[src/include/adcs_consts.svh]
/*
 * Constants of the serial output framer: word geometry, test pattern,
 * register offsets, field positions, reset values and the layout of the
 * synchronised pin vector.
 * Assumes it is included by bare name from the package and the modules.
 */
`ifndef ADCS_CONSTS_SVH
`define ADCS_CONSTS_SVH

// word geometry: one bit per system clock, so one word is 14 cycles
`define ADCS_WORD_W        14
`define ADCS_CNT_W         4
`define ADCS_FIRST_BIT     4'h0
`define ADCS_HALF_WORD     4'h7
`define ADCS_LAST_BIT      4'hd
`define ADCS_TEST_PATTERN  14'h298e

// register port
`define ADCS_ADDR_W        8
`define ADCS_DATA_W        8
`define ADCS_REG_CTRL      8'h00
`define ADCS_REG_STATUS    8'h04
`define ADCS_CTRL_RESET    3'h0
`define ADCS_CTRL_TEST     0
`define ADCS_CTRL_ALIGN    1
`define ADCS_CTRL_SINGLE   2
`define ADCS_STAT_PDOWN    3
`define ADCS_STAT_SER_EN   4

// synchronised pin vector layout
`define ADCS_SYNC_W        34
`define ADCS_SY_SMP_CLK    0
`define ADCS_SY_PDOWN      1
`define ADCS_SY_SER_EN     2
`define ADCS_SY_TEST       3
`define ADCS_SY_ALIGN      4
`define ADCS_SY_LANES      5
`define ADCS_SY_DATA_A     6
`define ADCS_SY_DATA_B     20

`endif

[src/include/adcs_pkg.sv]
/*
 * Types of the serial output framer: state encoding and state records.
 * Assumes adcs_consts.svh is on the include path.
 */
`include "adcs_consts.svh"

package adcs_pkg;

	typedef logic [`ADCS_WORD_W-1:0] adcs_word_t;

	// one-hot framer states
	typedef enum logic [1:0] {
		ADCS_RUN   = 2'b01,
		ADCS_PDOWN = 2'b10
	} adcs_state_e;

	typedef struct packed {
		logic [`ADCS_SYNC_W-1:0] meta;
		logic [`ADCS_SYNC_W-1:0] stable;
	} adcs_sync_s;

	typedef struct packed {
		adcs_state_e             state;
		logic [`ADCS_CNT_W-1:0]  cnt;
		logic                    frame;
		logic                    bclk;
		logic                    sec_new;
		adcs_word_t              pri_a;
		adcs_word_t              pri_b;
		adcs_word_t              sec_a;
		adcs_word_t              sec_b;
		adcs_word_t              even_a;
		adcs_word_t              even_b;
		adcs_word_t              odd_a;
		adcs_word_t              odd_b;
		logic                    slot;
		logic                    smp_prev;
		logic                    cfg_test;
		logic                    cfg_align;
		logic                    cfg_single;
		logic                    ctrl_test;
		logic                    ctrl_align;
		logic                    ctrl_single;
		logic [`ADCS_DATA_W-1:0] rd_data;
	} adcs_frm_s;

endpackage : adcs_pkg

[src/rtl/adcs_framer.sv]
/*
 * Serialiser and framer for two 14-bit sample channels: primary and
 * secondary lane per channel, DDR bit clock, frame marker, pin straps
 * with register override, and a small register port.
 * Assumes samples and sample clock are slow against clk_sys_i; every
 * pin is resynchronised before use; the bench resolves lane enables.
 */
`timescale 1ns/1ns
`include "adcs_consts.svh"

// What this block does
// - test pin high sends fixed pattern 10100110001110 msb first, else samples
// - serial control enable high makes straps ignored, register settings used
// - dual-lane, alignment low: secondary words start half a word later
// - dual-lane, alignment high: both lanes start words together
// - lane count pin low selects dual-lane output
// - lane count pin high sends everything on the primary lane
// - one bit per lane on each bit clock edge, both edges
// - bit clock and frame always driven while powered
// - power-down holds bit clock and frame low
// - frame changes only at word starts and half words, or on power-down
// - primary lane words start at frame rising edge
// - dual-lane, alignment low: secondary words start at frame falling edge
// - single-lane sends consecutive samples on the primary lane
// - dual-lane alternates samples between primary and secondary lanes
// - single-lane leaves secondary lanes undriven
// - power-down holds each data lane at its last level
module adcs_framer
	import adcs_pkg::*;
(
	input  wire logic                    clk_sys_i,                // system clock, 10 MHz
	input  wire logic                    rst_i,                    // async reset, high
	input  wire logic                    sample_clk_i,             // sample clock pin
	input  wire logic [`ADCS_WORD_W-1:0] sample_a_i,               // channel a sample
	input  wire logic [`ADCS_WORD_W-1:0] sample_b_i,               // channel b sample
	input  wire logic                    power_down_i,             // power-down pin
	input  wire logic                    serial_ctrl_en_i,         // register override pin
	input  wire logic                    test_mode_i,              // test pattern strap
	input  wire logic                    word_align_select_i,      // alignment strap
	input  wire logic                    lane_count_select_i,      // 1 = single lane
	input  wire logic [`ADCS_ADDR_W-1:0] reg_addr_i,               // register address
	input  wire logic [`ADCS_DATA_W-1:0] reg_wdata_i,              // register write data
	input  wire logic                    reg_we_i,                 // write strobe
	input  wire logic                    reg_re_i,                 // read strobe
	output logic      [`ADCS_DATA_W-1:0] reg_rdata_o,              // read data, next cycle
	output logic                         bit_clock_out_o,          // DDR bit clock
	output logic                         frame_o,                  // word frame
	output logic                         primary_lane_chan_a_o,    // channel a lane 1
	output logic                         primary_lane_chan_b_o,    // channel b lane 1
	output logic                         secondary_lane_chan_a_o,  // channel a lane 0
	output logic                         secondary_lane_chan_a_oe_o, // lane 0 a enable
	output logic                         secondary_lane_chan_b_o,  // channel b lane 0
	output logic                         secondary_lane_chan_b_oe_o  // lane 0 b enable
);
	import adcs_pkg::*;

	adcs_frm_s               st;
	adcs_frm_s               next_st;
	logic [`ADCS_SYNC_W-1:0] pins;
	logic                    smp_s;
	logic                    pd_s;
	logic                    ser_en_s;
	logic                    eff_test;
	logic                    eff_align;
	logic                    eff_single;
	logic [`ADCS_CNT_W-1:0]  sec_start;

	// every pin crosses two flops first
	adcs_sync u_sync (
		.clk_sys_i (clk_sys_i),
		.rst_i     (rst_i),
		.async_i   ({sample_b_i, sample_a_i, lane_count_select_i, word_align_select_i,
			test_mode_i, serial_ctrl_en_i, power_down_i, sample_clk_i}),
		.stable_o  (pins)
	);

	assign smp_s    = pins[`ADCS_SY_SMP_CLK];
	assign pd_s     = pins[`ADCS_SY_PDOWN];
	assign ser_en_s = pins[`ADCS_SY_SER_EN];

	always_comb begin
		if (ser_en_s) begin
			eff_test   = st.ctrl_test;
			eff_align  = st.ctrl_align;
			eff_single = st.ctrl_single;
		end else begin
			eff_test   = pins[`ADCS_SY_TEST];
			eff_align  = pins[`ADCS_SY_ALIGN];
			eff_single = pins[`ADCS_SY_LANES];
		end
	end

	// shift one bit out, msb leads
	function automatic adcs_word_t shift_word(input adcs_word_t w);
		shift_word = {w[`ADCS_WORD_W-2:0], 1'b0};
	endfunction : shift_word

	// test pattern replaces the sample when enabled
	function automatic adcs_word_t pick_word(input logic tst, input adcs_word_t smp);
		pick_word = tst ? `ADCS_TEST_PATTERN : smp;
	endfunction : pick_word

	// next-state logic: capture, framing, registers
	always_comb begin
		next_st         = st;
		next_st.sec_new = 1'b0;
		sec_start       = `ADCS_FIRST_BIT;
		// sample capture on synchronised sample clock rise
		next_st.smp_prev = smp_s;
		if (smp_s && !st.smp_prev) begin
			if (st.slot && !st.cfg_single) begin
				next_st.odd_a = pins[`ADCS_SY_DATA_A +: `ADCS_WORD_W];
				next_st.odd_b = pins[`ADCS_SY_DATA_B +: `ADCS_WORD_W];
			end else begin
				next_st.even_a = pins[`ADCS_SY_DATA_A +: `ADCS_WORD_W];
				next_st.even_b = pins[`ADCS_SY_DATA_B +: `ADCS_WORD_W];
			end
			next_st.slot = st.cfg_single ? 1'b0 : ~st.slot;
		end
		unique case (st.state)
			ADCS_RUN: begin
				if (pd_s) begin
					next_st.state = ADCS_PDOWN;
					next_st.bclk  = 1'b0;
					next_st.frame = 1'b0;
					next_st.cnt   = `ADCS_LAST_BIT;
				end else begin
					next_st.bclk = ~st.bclk;
					if (st.cnt == `ADCS_LAST_BIT) begin
						next_st.cnt = `ADCS_FIRST_BIT;
						// settings change only at word starts
						next_st.cfg_test   = eff_test;
						next_st.cfg_single = eff_single;
						next_st.cfg_align  = eff_align && !eff_single;
						next_st.pri_a = pick_word(eff_test, st.even_a);
						next_st.pri_b = pick_word(eff_test, st.even_b);
					end else begin
						next_st.cnt   = st.cnt + 4'h1;
						next_st.pri_a = shift_word(st.pri_a);
						next_st.pri_b = shift_word(st.pri_b);
					end
					// frame high for first half word
					next_st.frame = (next_st.cnt < `ADCS_HALF_WORD);
					sec_start = next_st.cfg_align ? `ADCS_FIRST_BIT : `ADCS_HALF_WORD;
					if (next_st.cfg_single) begin
						next_st.sec_a = '0;
						next_st.sec_b = '0;
					end else if (next_st.cnt == sec_start) begin
						next_st.sec_a   = pick_word(next_st.cfg_test, st.odd_a);
						next_st.sec_b   = pick_word(next_st.cfg_test, st.odd_b);
						next_st.sec_new = 1'b1;
					end else begin
						next_st.sec_a = shift_word(st.sec_a);
						next_st.sec_b = shift_word(st.sec_b);
					end
				end
			end
			ADCS_PDOWN: begin
				if (!pd_s) begin
					next_st.state = ADCS_RUN;
				end
			end
		endcase
		// register writes steer the override settings
		if (reg_we_i && reg_addr_i == `ADCS_REG_CTRL) begin
			next_st.ctrl_test   = reg_wdata_i[`ADCS_CTRL_TEST];
			next_st.ctrl_align  = reg_wdata_i[`ADCS_CTRL_ALIGN];
			next_st.ctrl_single = reg_wdata_i[`ADCS_CTRL_SINGLE];
		end
		// read data stands one cycle, zero otherwise
		next_st.rd_data = '0;
		if (reg_re_i) begin
			unique case (reg_addr_i)
				`ADCS_REG_CTRL: begin
					next_st.rd_data = {5'h00, st.ctrl_single, st.ctrl_align, st.ctrl_test};
				end
				`ADCS_REG_STATUS: begin
					next_st.rd_data = {3'h0, ser_en_s, (st.state == ADCS_PDOWN),
						st.cfg_single, st.cfg_align, st.cfg_test};
				end
				default: begin
					next_st.rd_data = '0;
				end
			endcase
		end
	end

	// state register
	always_ff @(posedge clk_sys_i or posedge rst_i) begin
		if (rst_i) begin
			st       <= '0;
			st.state <= ADCS_RUN;
			st.cnt   <= `ADCS_LAST_BIT;
		end else begin
			st <= next_st;
		end
	end

	assign bit_clock_out_o         = st.bclk;
	assign frame_o                 = st.frame;
	assign primary_lane_chan_a_o   = st.pri_a[`ADCS_WORD_W-1];
	assign primary_lane_chan_b_o   = st.pri_b[`ADCS_WORD_W-1];
	assign secondary_lane_chan_a_o = st.sec_a[`ADCS_WORD_W-1];
	assign secondary_lane_chan_b_o = st.sec_b[`ADCS_WORD_W-1];
	assign secondary_lane_chan_a_oe_o = !st.cfg_single;
	assign secondary_lane_chan_b_oe_o = !st.cfg_single;
	assign reg_rdata_o = st.rd_data;
endmodule : adcs_framer

[src/rtl/adcs_sync.sv]
/*
 * Two-flop synchroniser for every pin that reaches the framer.
 * Assumes each bit is a level that stays put for several system clocks.
 */
`timescale 1ns/1ns
`include "adcs_consts.svh"

module adcs_sync
	import adcs_pkg::*;
(
	input  wire logic                    clk_sys_i, // system clock
	input  wire logic                    rst_i,     // async reset, high
	input  wire logic [`ADCS_SYNC_W-1:0] async_i,   // raw pin levels
	output logic      [`ADCS_SYNC_W-1:0] stable_o   // synchronised levels
);
	import adcs_pkg::*;

	adcs_sync_s st;
	adcs_sync_s next_st;

	// meta stage feeds only the stable stage
	always_comb begin
		next_st.meta   = async_i;
		next_st.stable = st.meta;
	end

	always_ff @(posedge clk_sys_i or posedge rst_i) begin
		if (rst_i) begin
			st <= '0;
		end else begin
			st <= next_st;
		end
	end

	assign stable_o = st.stable;

endmodule : adcs_sync

[config.mk]
export PLATFORM = sky130hd
export DESIGN_NAME = adcs_framer
export DESIGN_NICKNAME = d
export VERILOG_FILES = /design/src/include/adcs_pkg.sv /design/src/rtl/adcs_framer.sv /design/src/rtl/adcs_sync.sv
export VERILOG_INCLUDE_DIRS = /design/src /design/src/include
export SDC_FILE = /design/constraint.sdc
export NUM_CORES = 1
export LEC_CHECK = 0
export ABC_AREA = 1
export BUFFER_PORTS_ARGS = -buffer_cell sky130_fd_sc_hd__buf_2
export CORE_UTILIZATION = 50
export DETAILED_ROUTE_END_ITERATION = 16
export PLACE_DENSITY = 0.69
export SYNTH_ARGS = -nofsm -noshare
export SYNTH_HDL_FRONTEND = slang
export SYNTH_SLANG_ARGS = --single-unit
export TNS_END_PERCENT = 5
[constraint.sdc]
create_clock -name clk_sys_i -period 7 [get_ports clk_sys_i]
set_clock_uncertainty 0.15 [all_clocks]
set_input_delay 0.7 -clock clk_sys_i [delete_from_list [all_inputs] [get_ports clk_sys_i]]
set_output_delay 0.7 -clock clk_sys_i [all_outputs]
set_load 0.02 [all_outputs]
==> metrics.txt, run 1 <==
RSZ-0062 raised after global routing false; Fin. Hold Viols 0; CTS root buf clkbuf_16; core box area 0.01475 mm²; clk slew on worst S/H paths 0.06 ns; Period minus WS final 2.923 ns; CP Launch Type register; Post-Syn Area per Cell 10.01 µm²; Sw Share 33.80%; critical path peak fanout 27; I/O Buffers 61; top-area cell type share of the netlist area 64.15%; Rows 44; WL/cell 15.00 µm; number of fillers in the final layout 1216; XOR/XNOR Fraction of Synth Area 0%; final core utilization 58.90%; Sum Neg Setup Slack 0 ns; final setup fails 0; die outline height 126.0 µm; clock network power share 30.4%; vias in the first global route 5291; first-pass GRT wire length 25.81 mm; ant diodes 0; Seq/Total Area, Yosys 65.52%; Final Wtd Congestion 0.7517; mux cell area share after synthesis 0%; PwrDens 407.3 mW/mm²; Leak 4.426 nW; Final HPWL DP 9.076 mm; maximum clock frequency 342.2 MHz; top cells by area, synth dfrtp_1 (64%), nand2_1 (10%), o21ai_0 (4.6%); Hold WC Path Type primary input to register; drt total wl 15.09 mm; drt via density 5.377; Worst-Skew Late Latency 0.49 ns; clk sink count 201; NumNets Final 862; Critical Path End Type register; Synth Instances 768; slowest stage delay, CP 0.57 ns; Detail Route Antenna Nets 0; final setup margin 4.077 ns; CP arrival 3.18 ns; fin cells 1006; TritonCTS clock tree yes; DRT iter0 DRCs 495; EDFF count, synth 0; mapped cell area 0.007685 mm²; register share of total power 45.0%; Place WS 4.150 ns; asr flop ratio synth 100.0%; Slowest cell on crit path nor2_4; Int Power 2.343 mW; share of layout cells above drive strength 1 14.72%; Synth cell types 27; worst slew pin tran 1.210 ns; Synth top cells by count nand2_1 (208), dfrtp_1 (197), inv_1 (72); Max VDD drop 0.2804 mV; Tot GR Track Use 20.05%; full die area 0.01587 mm²; clk buf depth 3; period utilization 41.75%; combinational family with the most area after synthesis simple AND/OR/NAND/NOR gates; postcts setup bufs 0; Comb power frac 24.6%; via count 5409; DRT Pass-1 Iters 5; IO Pins 70; area delta synth->final 13.09%; most frequent cell after synthesis nand2_1; antenna violations before repair 0; post-CTS sizing 0; Relative slew margins 19.22%; Synth Area in Adders 0%; max_cap viols 0; initial cell density of the core 52.09%; GRT overflow 0; # H-tree levels 1; prevailing post-synth register cell dfrtp_1; placed cell count 970; synthesis-stage register bit count 201; Yosys top cell by area dfrtp_1; largest net degree at the start of global routing 140; Synth Area in Simple Gates 18.43%; chip width 126.0 µm; critical path cell sequence nand2_2, nor2_4, nand3_1, nand3_2, nand3_4, nand2_1, nand3_1, nand2_1; Compound-Gate Fraction of Synth Area 8.857%; CTS buffer count 20; crit path kind register to register; run status completed; max-slew violation count 0; Synth Warn # 0; r2r setup slk 4.08 ns; Psw 1.196 mW; total power 3.540 mW; hold buffer count at cts 0; residual DRC count 0; Critical Path RT 7.26 ns
-- power by group through the flow --
stage / combinational (mW) / clock [mW] / sequential (mW)
finish: 0.871 / 1.08 / 1.59
global route: 0.977 / 1.15 / 1.62
CTS: 0.870 / 1.10 / 1.59
detailed placement: 0.862 / 0 / 1.60
global placement: 0.837 / 0 / 1.59
floorplan: 0.680 / 0 / 1.57
-- cell families (layout without fill, tap and decap cells) --
kind of cell,after synthesis,after routing
AOI/OAI and AO/OA,118,118
buffers and inverters,125,177
DFF,201,201
other,1,3
and+or+nand+nor,323,323
-- final timing paths --
check / to / startpoint / cells past startpoint
max: st[80]$_DFFE_PP0P_ / st[134]$_DFFE_PP1N_ / 8
max reg2reg: st[80]$_DFFE_PP0P_ / st[134]$_DFFE_PP1N_ / 8
min in group asynchronous: st[122]$_DFFE_PP0P_ / rst_i / 2
min: u_sync.next_st[5]$_DFF_PP0_ / lane_count_select_i / 1
max in group asynchronous: st[54]$_DFFE_PP0P_ / rst_i / 3
min reg2reg: u_sync.stable_o[13]$_DFF_PP0_ / u_sync.next_st[13]$_DFF_PP0_ / 0
-- final cells by class --
cell class / count / area (µm²) / area share (%)
inverter: 76 / 292.8 / 3.369
timing repair buffer: 65 / 335.3 / 3.858
clock buffer: 31 / 623.1 / 7.170
sequential: 201 / 5035 / 57.93
tap: 184 / 230.2 / 2.649
multi-input combinational: 444 / 2118 / 24.37
clock inverter: 5 / 56.30 / 0.6479
-- cell usage in the layout, fill, tap and decap left out, types with 5 or more instances in the layout --
cell type,instances
nand2_1,208
dfrtp_1,197
inv_1,71
o21ai_0,70
buf_2,61
nand3_1,49
nand4_1,27
nor2_1,24
clkbuf_16,21
o221ai_1,14
a22oi_1,12
o21ai_1,11
a21oi_1,7
clkbuf_8,6
nand2_2,5
-- layer usage --
metal / wire, µm / GRT usage (%) / share of wire [%]
met1: 6793 / 29.24 / 45
met2: 7062 / 30.61 / 47
met3: 928 / 3.696 / 6.1
met4: 307 / 6.520 / 2.0
met5: 0 / 0 / 0
-- sequential cells by signal, summed over array words and instances (netlist names) --
| name | cells |
|---|---|
| bit_clock_out_o | 1 |
| frame_o | 1 |
| primary_lane_chan_a_o | 1 |
| primary_lane_chan_b_o | 1 |
| reg_rdata_o | 5 |
| secondary_lane_chan_a_o | 1 |
| secondary_lane_chan_b_o | 1 |
| st | 122 |
| u_sync.next_st | 34 |
| u_sync.stable_o | 34 |
-- through the flow --
step	instance area [µm²]	hold slack [ns]
final	8691	0.1674
after global routing	8691	0.1482
after CTS	8691	0.1518
after detailed placement	8011	0.1847
after global placement	8011	0.1819
after floorplan	7692	0.1812
-- critical path: cells and delay by family (launching register included) --
family / cells / cell delay (ns)
DFF: 1 / 0.56
and+or+nand+nor: 8 / 2.11
No activity file was read; power rests on OpenSTA's default activity.
==> run 2, diff against run 1 <==
Settings changed: PLACE_DENSITY 0.69 to 0.72.
Clock period 7 ns to 2.5 ns, I/O delays scaled along.
==> run 2 against run 1 <==
- sequential power grew to 2.8 times the previous value
- global-route usage increased by 0.99 points
- sequential cell count did not move
- combinational power rose to 3.0 times the previous value
- sequential share of layout area down 3.4 points
==> metrics.txt, run 2 (synthesis gave the netlist of run 1 again) <==
run status completed; residual DRC count 0 (unchanged); area delta synth->final 20.21%; r2r setup slk 0.31 ns (-3.77 ns); final setup margin 0.09898 ns (-3.979 ns); Fin. Hold Viols 0 (unchanged); worst hold slack 0.02269 ns (-0.1448 ns); Biggest register st; period utilization 96.04%; fin cells 1064 (+5.8%); r2r startpoint st[134]$_DFFE_PP1N_; GRT overflow 0 (unchanged); Period minus WS final 2.401 ns; CTS buffer count 20 (unchanged); NumNets Final 920 (+6.7%); # H-tree levels 1 (unchanged); clock network power share 29.0% (-1.4 points); CTS root buf clkbuf_16; drt total wl 15.77 mm (+4.5%); DRT iter0 DRCs 506 (+2.2%); CP Launch Type primary input; TritonCTS clock tree yes; critical path peak fanout 6 (-78%); Comb power frac 26.2% (+1.6 points); Leak 4.653 nW (+5.1%); Final HPWL DP 9.309 mm (+2.6%); first-pass GRT wire length 27.00 mm (+4.6%); total power 9.922 mW (+180%); Critical Path End Type register; maximum clock frequency 416.5 MHz; most frequent cells in the layout nand2_1 (208), dfrtp_1 (197), inv_1 (71); final non-filler cell area 0.009238 mm² (+6.3%); Worst-Skew Late Latency 0.49 ns (about the same); via count 5599 (+3.5%); core box area 0.01475 mm² (unchanged); Psw 3.363 mW (+180%); largest net degree at the start of global routing 107 (-24%); clk buf depth 3 (unchanged); Place WS 0.3802 ns (-3.770 ns); commonest non-fill, non-tap cell in the layout nand2_1; end of the critical path st[8]$_DFFE_PP0P_; Detail Route Antenna Nets 0 (unchanged); die outline height 126.0 µm (unchanged); vias in the first global route 5522 (+4.4%); Sw Share 33.90% (+0.095 points); Max VDD drop 0.7680 mV (+170%); clk sink count 201 (unchanged); clk slew on worst S/H paths 0.06 ns (about the same); critical path startpoint reg_addr_i[2]; DRT Pass-1 Iters 5 (unchanged); IO Pins 70 (unchanged); register share of total power 44.9% (about the same); share of layout cells above drive strength 1 15.00% (+0.28 points); CP arrival 2.60 ns (-0.58 ns); WL/cell 14.82 µm (-1.2%); full die area 0.01587 mm² (unchanged); Int Power 6.559 mW (+180%); Final Wtd Congestion 0.8091 (+7.6%); worst slew pin tran 0.5619 ns (-0.6480 ns); Critical Path RT 2.70 ns (-4.56 ns); chip width 126.0 µm (unchanged); ant diodes 0 (unchanged); Tot GR Track Use 21.04% (+0.99 points); I/O Buffers 61 (unchanged); final setup fails 0 (unchanged); RSZ-0062 raised after global routing false; max-slew violation count 0 (unchanged); Hold WC Path Type primary input to register; max reg flops 122 (unchanged); number of fillers in the final layout 1116 (-8.2%); max_cap viols 0 (unchanged); Crit Reg-Reg Endpoint st[112]$_DFFE_PP0P_; dpl cell area 0.008108 mm² (+1.2%); placed cell count 980 (+1.0%); PwrDens 1074 mW/mm² (+160%); antenna violations before repair 0 (unchanged); Sum Neg Setup Slack 0 ns (unchanged); final core utilization 62.61% (+3.7 points); crit path kind primary input to register; Rows 44 (unchanged); R2R depth 6 (-2); Relative slew margins 62.54% (+43 points); initial cell density of the core 52.09% (unchanged); drt via density 5.262 (-2.1%); postcts setup bufs 0 (unchanged)
run 2: changes by cell type in the layout (fill, tap and decap cells not counted), moves of 2 or more:
| cell | previous run | this run |
|---|---|---|
| buf_4 | 4 | 12 |
| dlygate4sd3_1 | 0 | 48 |
| buf_12 | 0 | 2 |
| clkinvlp_4 | 1 | 4 |
run 2: area by class of cell:
cell class | count | area [µm²] | area share (%)
sequential | 201 | 5035 | 54.50
clock buffer | 30 | 609.3 | 6.596
multi-input combinational | 444 | 2121 | 22.96
inverter | 76 | 289.0 | 3.129
tap | 184 | 230.2 | 2.492
timing repair buffer | 123 | 915.9 | 9.915
clock inverter | 6 | 37.54 | 0.4063
run 2: worst min-delay path by stage:
stage	start	end	slack, ns	depth (start not counted)
after floorplan	sample_clk_i	u_sync.next_st[0]$_DFF_PP0_	0.13	0
after global placement	u_sync.next_st[16]$_DFF_PP0_	u_sync.stable_o[16]$_DFF_PP0_	0.18	0
after detailed placement	u_sync.next_st[0]$_DFF_PP0_	u_sync.stable_o[0]$_DFF_PP0_	0.18	0
after CTS	reg_addr_i[5]	reg_rdata_o[3]$_DFF_PP0_	0.003	4
after global routing	reg_addr_i[5]	reg_rdata_o[3]$_DFF_PP0_	0.03	4
final	reg_addr_i[5]	reg_rdata_o[3]$_DFF_PP0_	0.02	4
run 2: critical path, cell delays in order:
cell and delay (ns):
dlygate4sd3_1 0.53, buf_2 0.13, nor2_2 0.21, nand2_1 0.15, nor2_1 0.15, dlygate4sd3_1 0.59
a21oi_1 0.04, dlygate4sd3_1 0.56
run 2: routing by layer:
metal	global-route usage [%]	wire, µm
met5	0	0
met4	6.875	351
met1	28.91	7008
met3	2.931	735
met2	34.81	7677
run 2: repair_timing:
action,in CTS,in global routing
hold buffers,48,0
gates resized for setup,0,1
endpoints found under the hold margin,239,0
endpoints found under the setup margin,0,1
run 2: power by group through the flow:
stage	Combinational, mW	Sequential (mW)	Clock, mW
floorplan	1.90	4.40	0
global placement	2.41	4.45	0
detailed placement	2.49	4.49	0
CTS	2.59	4.44	2.94
global route	2.92	4.54	3.07
finish	2.60	4.45	2.88
==> run 3, diff against run 2 <==
Settings changed: GPL_TIMING_DRIVEN from default to 0.
==> run 3 against run 2 <==
- via count increased by 3.2%
- first-iteration DRC count decreased by 3.8%
- sequential cell count unchanged
- combinational power increased by 2%
- setup slack improved by 0.032 ns
- worst hold slack improved by 0.020 ns
- wire length increased by 9.9%
- sequential power about the same
- critical path depth unchanged
- clock-buffer cell count decreased by 1
- critical endpoint unchanged
- largest cell class unchanged
- highest routed layer unchanged
==> metrics.txt, run 3 (synthesis gave the netlist of run 1 again) <==
Slowest cell on crit path dlygate4sd3_1; Worst-Skew Late Latency 0.49 ns (about the same); CP bufs+invs 4 (unchanged); Leak 4.796 nW (+3.1%); GRT overflow 0 (unchanged); Largest delay share family, worst path buffers and inverters; vias in the first global route 5871 (+6.3%); crit path kind primary input to register; residual DRC count 0 (unchanged); TritonCTS clock tree yes; final setup margin 0.1312 ns (+0.03219 ns); # H-tree levels 1 (unchanged); max reg flops 122 (unchanged); clk sink count 201 (unchanged); DRT Pass-1 Iters 5 (unchanged); total power 9.998 mW (+0.76%); largest net degree at the start of global routing 44 (-59%); CTS buffer count 21 (+5.0%); core box area 0.01475 mm² (unchanged); drt total wl 17.33 mm (+9.9%); Final Wtd Congestion 0.8323 (+2.9%); Critical Path End Type register; run status completed; critical path peak fanout 6 (unchanged); share of layout cells above drive strength 1 15.82% (+0.82 points); NumNets Final 964 (+4.8%); postcts setup bufs 0 (unchanged); PwrDens 1054 mW/mm² (-1.8%); initial cell density of the core 52.09% (unchanged); Tot GR Track Use 22.98% (+1.9 points); WL/cell 15.65 µm (+5.6%); Biggest register st; IO Pins 70 (unchanged); first-pass GRT wire length 28.91 mm (+7.1%); chip width 126.0 µm (unchanged); final core utilization 64.27% (+1.7 points); period utilization 94.75% (-1.3 points); Max VDD drop 0.6343 mV (-17%); Period minus WS final 2.369 ns (-0.03219 ns); CP arrival 2.60 ns (about the same); clk buf depth 3 (unchanged); ant diodes 0 (unchanged); DRT iter0 DRCs 487 (-3.8%); worst slew pin tran 0.7263 ns (+0.1644 ns); drt via density 5.220 (-0.79%); I/O Buffers 61 (unchanged); Critical Path RT 2.73 ns (+0.03 ns); Rows 44 (unchanged); slowest stage delay, CP 0.56 ns (-0.03 ns); most frequent cells in the layout nand2_1 (208), dfrtp_1 (197), inv_1 (71), o21ai_0 (71), buf_2 (71); Hold WC Path Type primary input to register; critical path cell sequence dlygate4sd3_1, buf_2, nor2_2, nand2_1, nor2_1, dlygate4sd3_1, a21oi_1, dlygate4sd3_1; Fin. Hold Viols 0 (unchanged); clk slew on worst S/H paths 0.06 ns (about the same); area delta synth->final 23.40%; RSZ-0062 raised after global routing false; via count 5779 (+3.2%); CTS root buf clkbuf_16; die outline height 126.0 µm (unchanged); Final HPWL DP 11.35 mm (+22%); max_cap viols 0 (unchanged); Detail Route Antenna Nets 0 (unchanged); CP Launch Type primary input; Sum Neg Setup Slack 0 ns (unchanged); Relative slew margins 51.58% (-11 points); full die area 0.01587 mm² (unchanged); Place WS 0.2921 ns (-0.08810 ns); worst hold slack 0.04233 ns (+0.01965 ns); max-slew violation count 0 (unchanged); final setup fails 0 (unchanged); Crit path top cell by count dlygate4sd3_1; maximum clock frequency 422.1 MHz (+1.4%); commonest non-fill, non-tap cell in the layout nand2_1; antenna violations before repair 0 (unchanged)
[run 3: area by class of cell]
type                       count  area (µm²)
buffer                        49       264.0
tap                          184       230.2
timing repair buffer         117       915.9
clock buffer                  29       585.6
multi-input combinational    444        2111
inverter                      76       289.0
fill                        1190        5271
clock inverter                 7       52.55
sequential                   201        5035
[run 3: report_power, final]
part / total [mW] / internal [mW] / switching [mW]
combinational: 2.66 / 0.931 / 1.73
sequential: 4.44 / 4.01 / 0.431
clock: 2.90 / 1.65 / 1.25
[run 3: final timing paths]
kind,start,end,slack [ns],cells after the start
max in group asynchronous,rst_i,st[134]$_DFFE_PP1N_,1.17,5
hold / removal,reg_addr_i[5],reg_rdata_o[1]$_DFF_PP0_,0.04,6
min in group asynchronous,rst_i,u_sync.next_st[10]$_DFF_PP0_,0.17,3
setup reg to reg,st[135]$_DFFE_PP1P_,st[101]$_DFFE_PP0P_,0.23,7
hold reg to reg,u_sync.next_st[16]$_DFF_PP0_,u_sync.stable_o[16]$_DFF_PP0_,0.20,0
setup / recovery,reg_addr_i[2],st[8]$_DFFE_PP0P_,0.13,8
[run 3: tightest hold or removal path, delay by kind of cell]
family	cells	cell delay [ns]
buf+inv	1	0.07
simple gates	4	0.24
compound gates	1	0.06
[run 3: layer usage]
layer  global-route usage [%]  wire length (µm)  up-vias
li1                         -                 -     2771
met1                    31.20              7855     2824
met2                    38.38              8346      151
met3                    3.568               737       33
met4                    7.087               388        0
met5                        0                 0        -
[run 3: timing repair]
item / CTS / global route
hold buffers: 51 / 0
setup endpoints to repair: 0 / 1
endpoints found under the hold margin: 125 / 0
resized for setup: 0 / 1
[run 3: metrics by stage]
stage,area [µm²],instances
after floorplan,7696,770
after global placement,8232,1015
after detailed placement,8332,1020
after CTS,9480,1107
after global routing,9483,1107
final,9483,1107
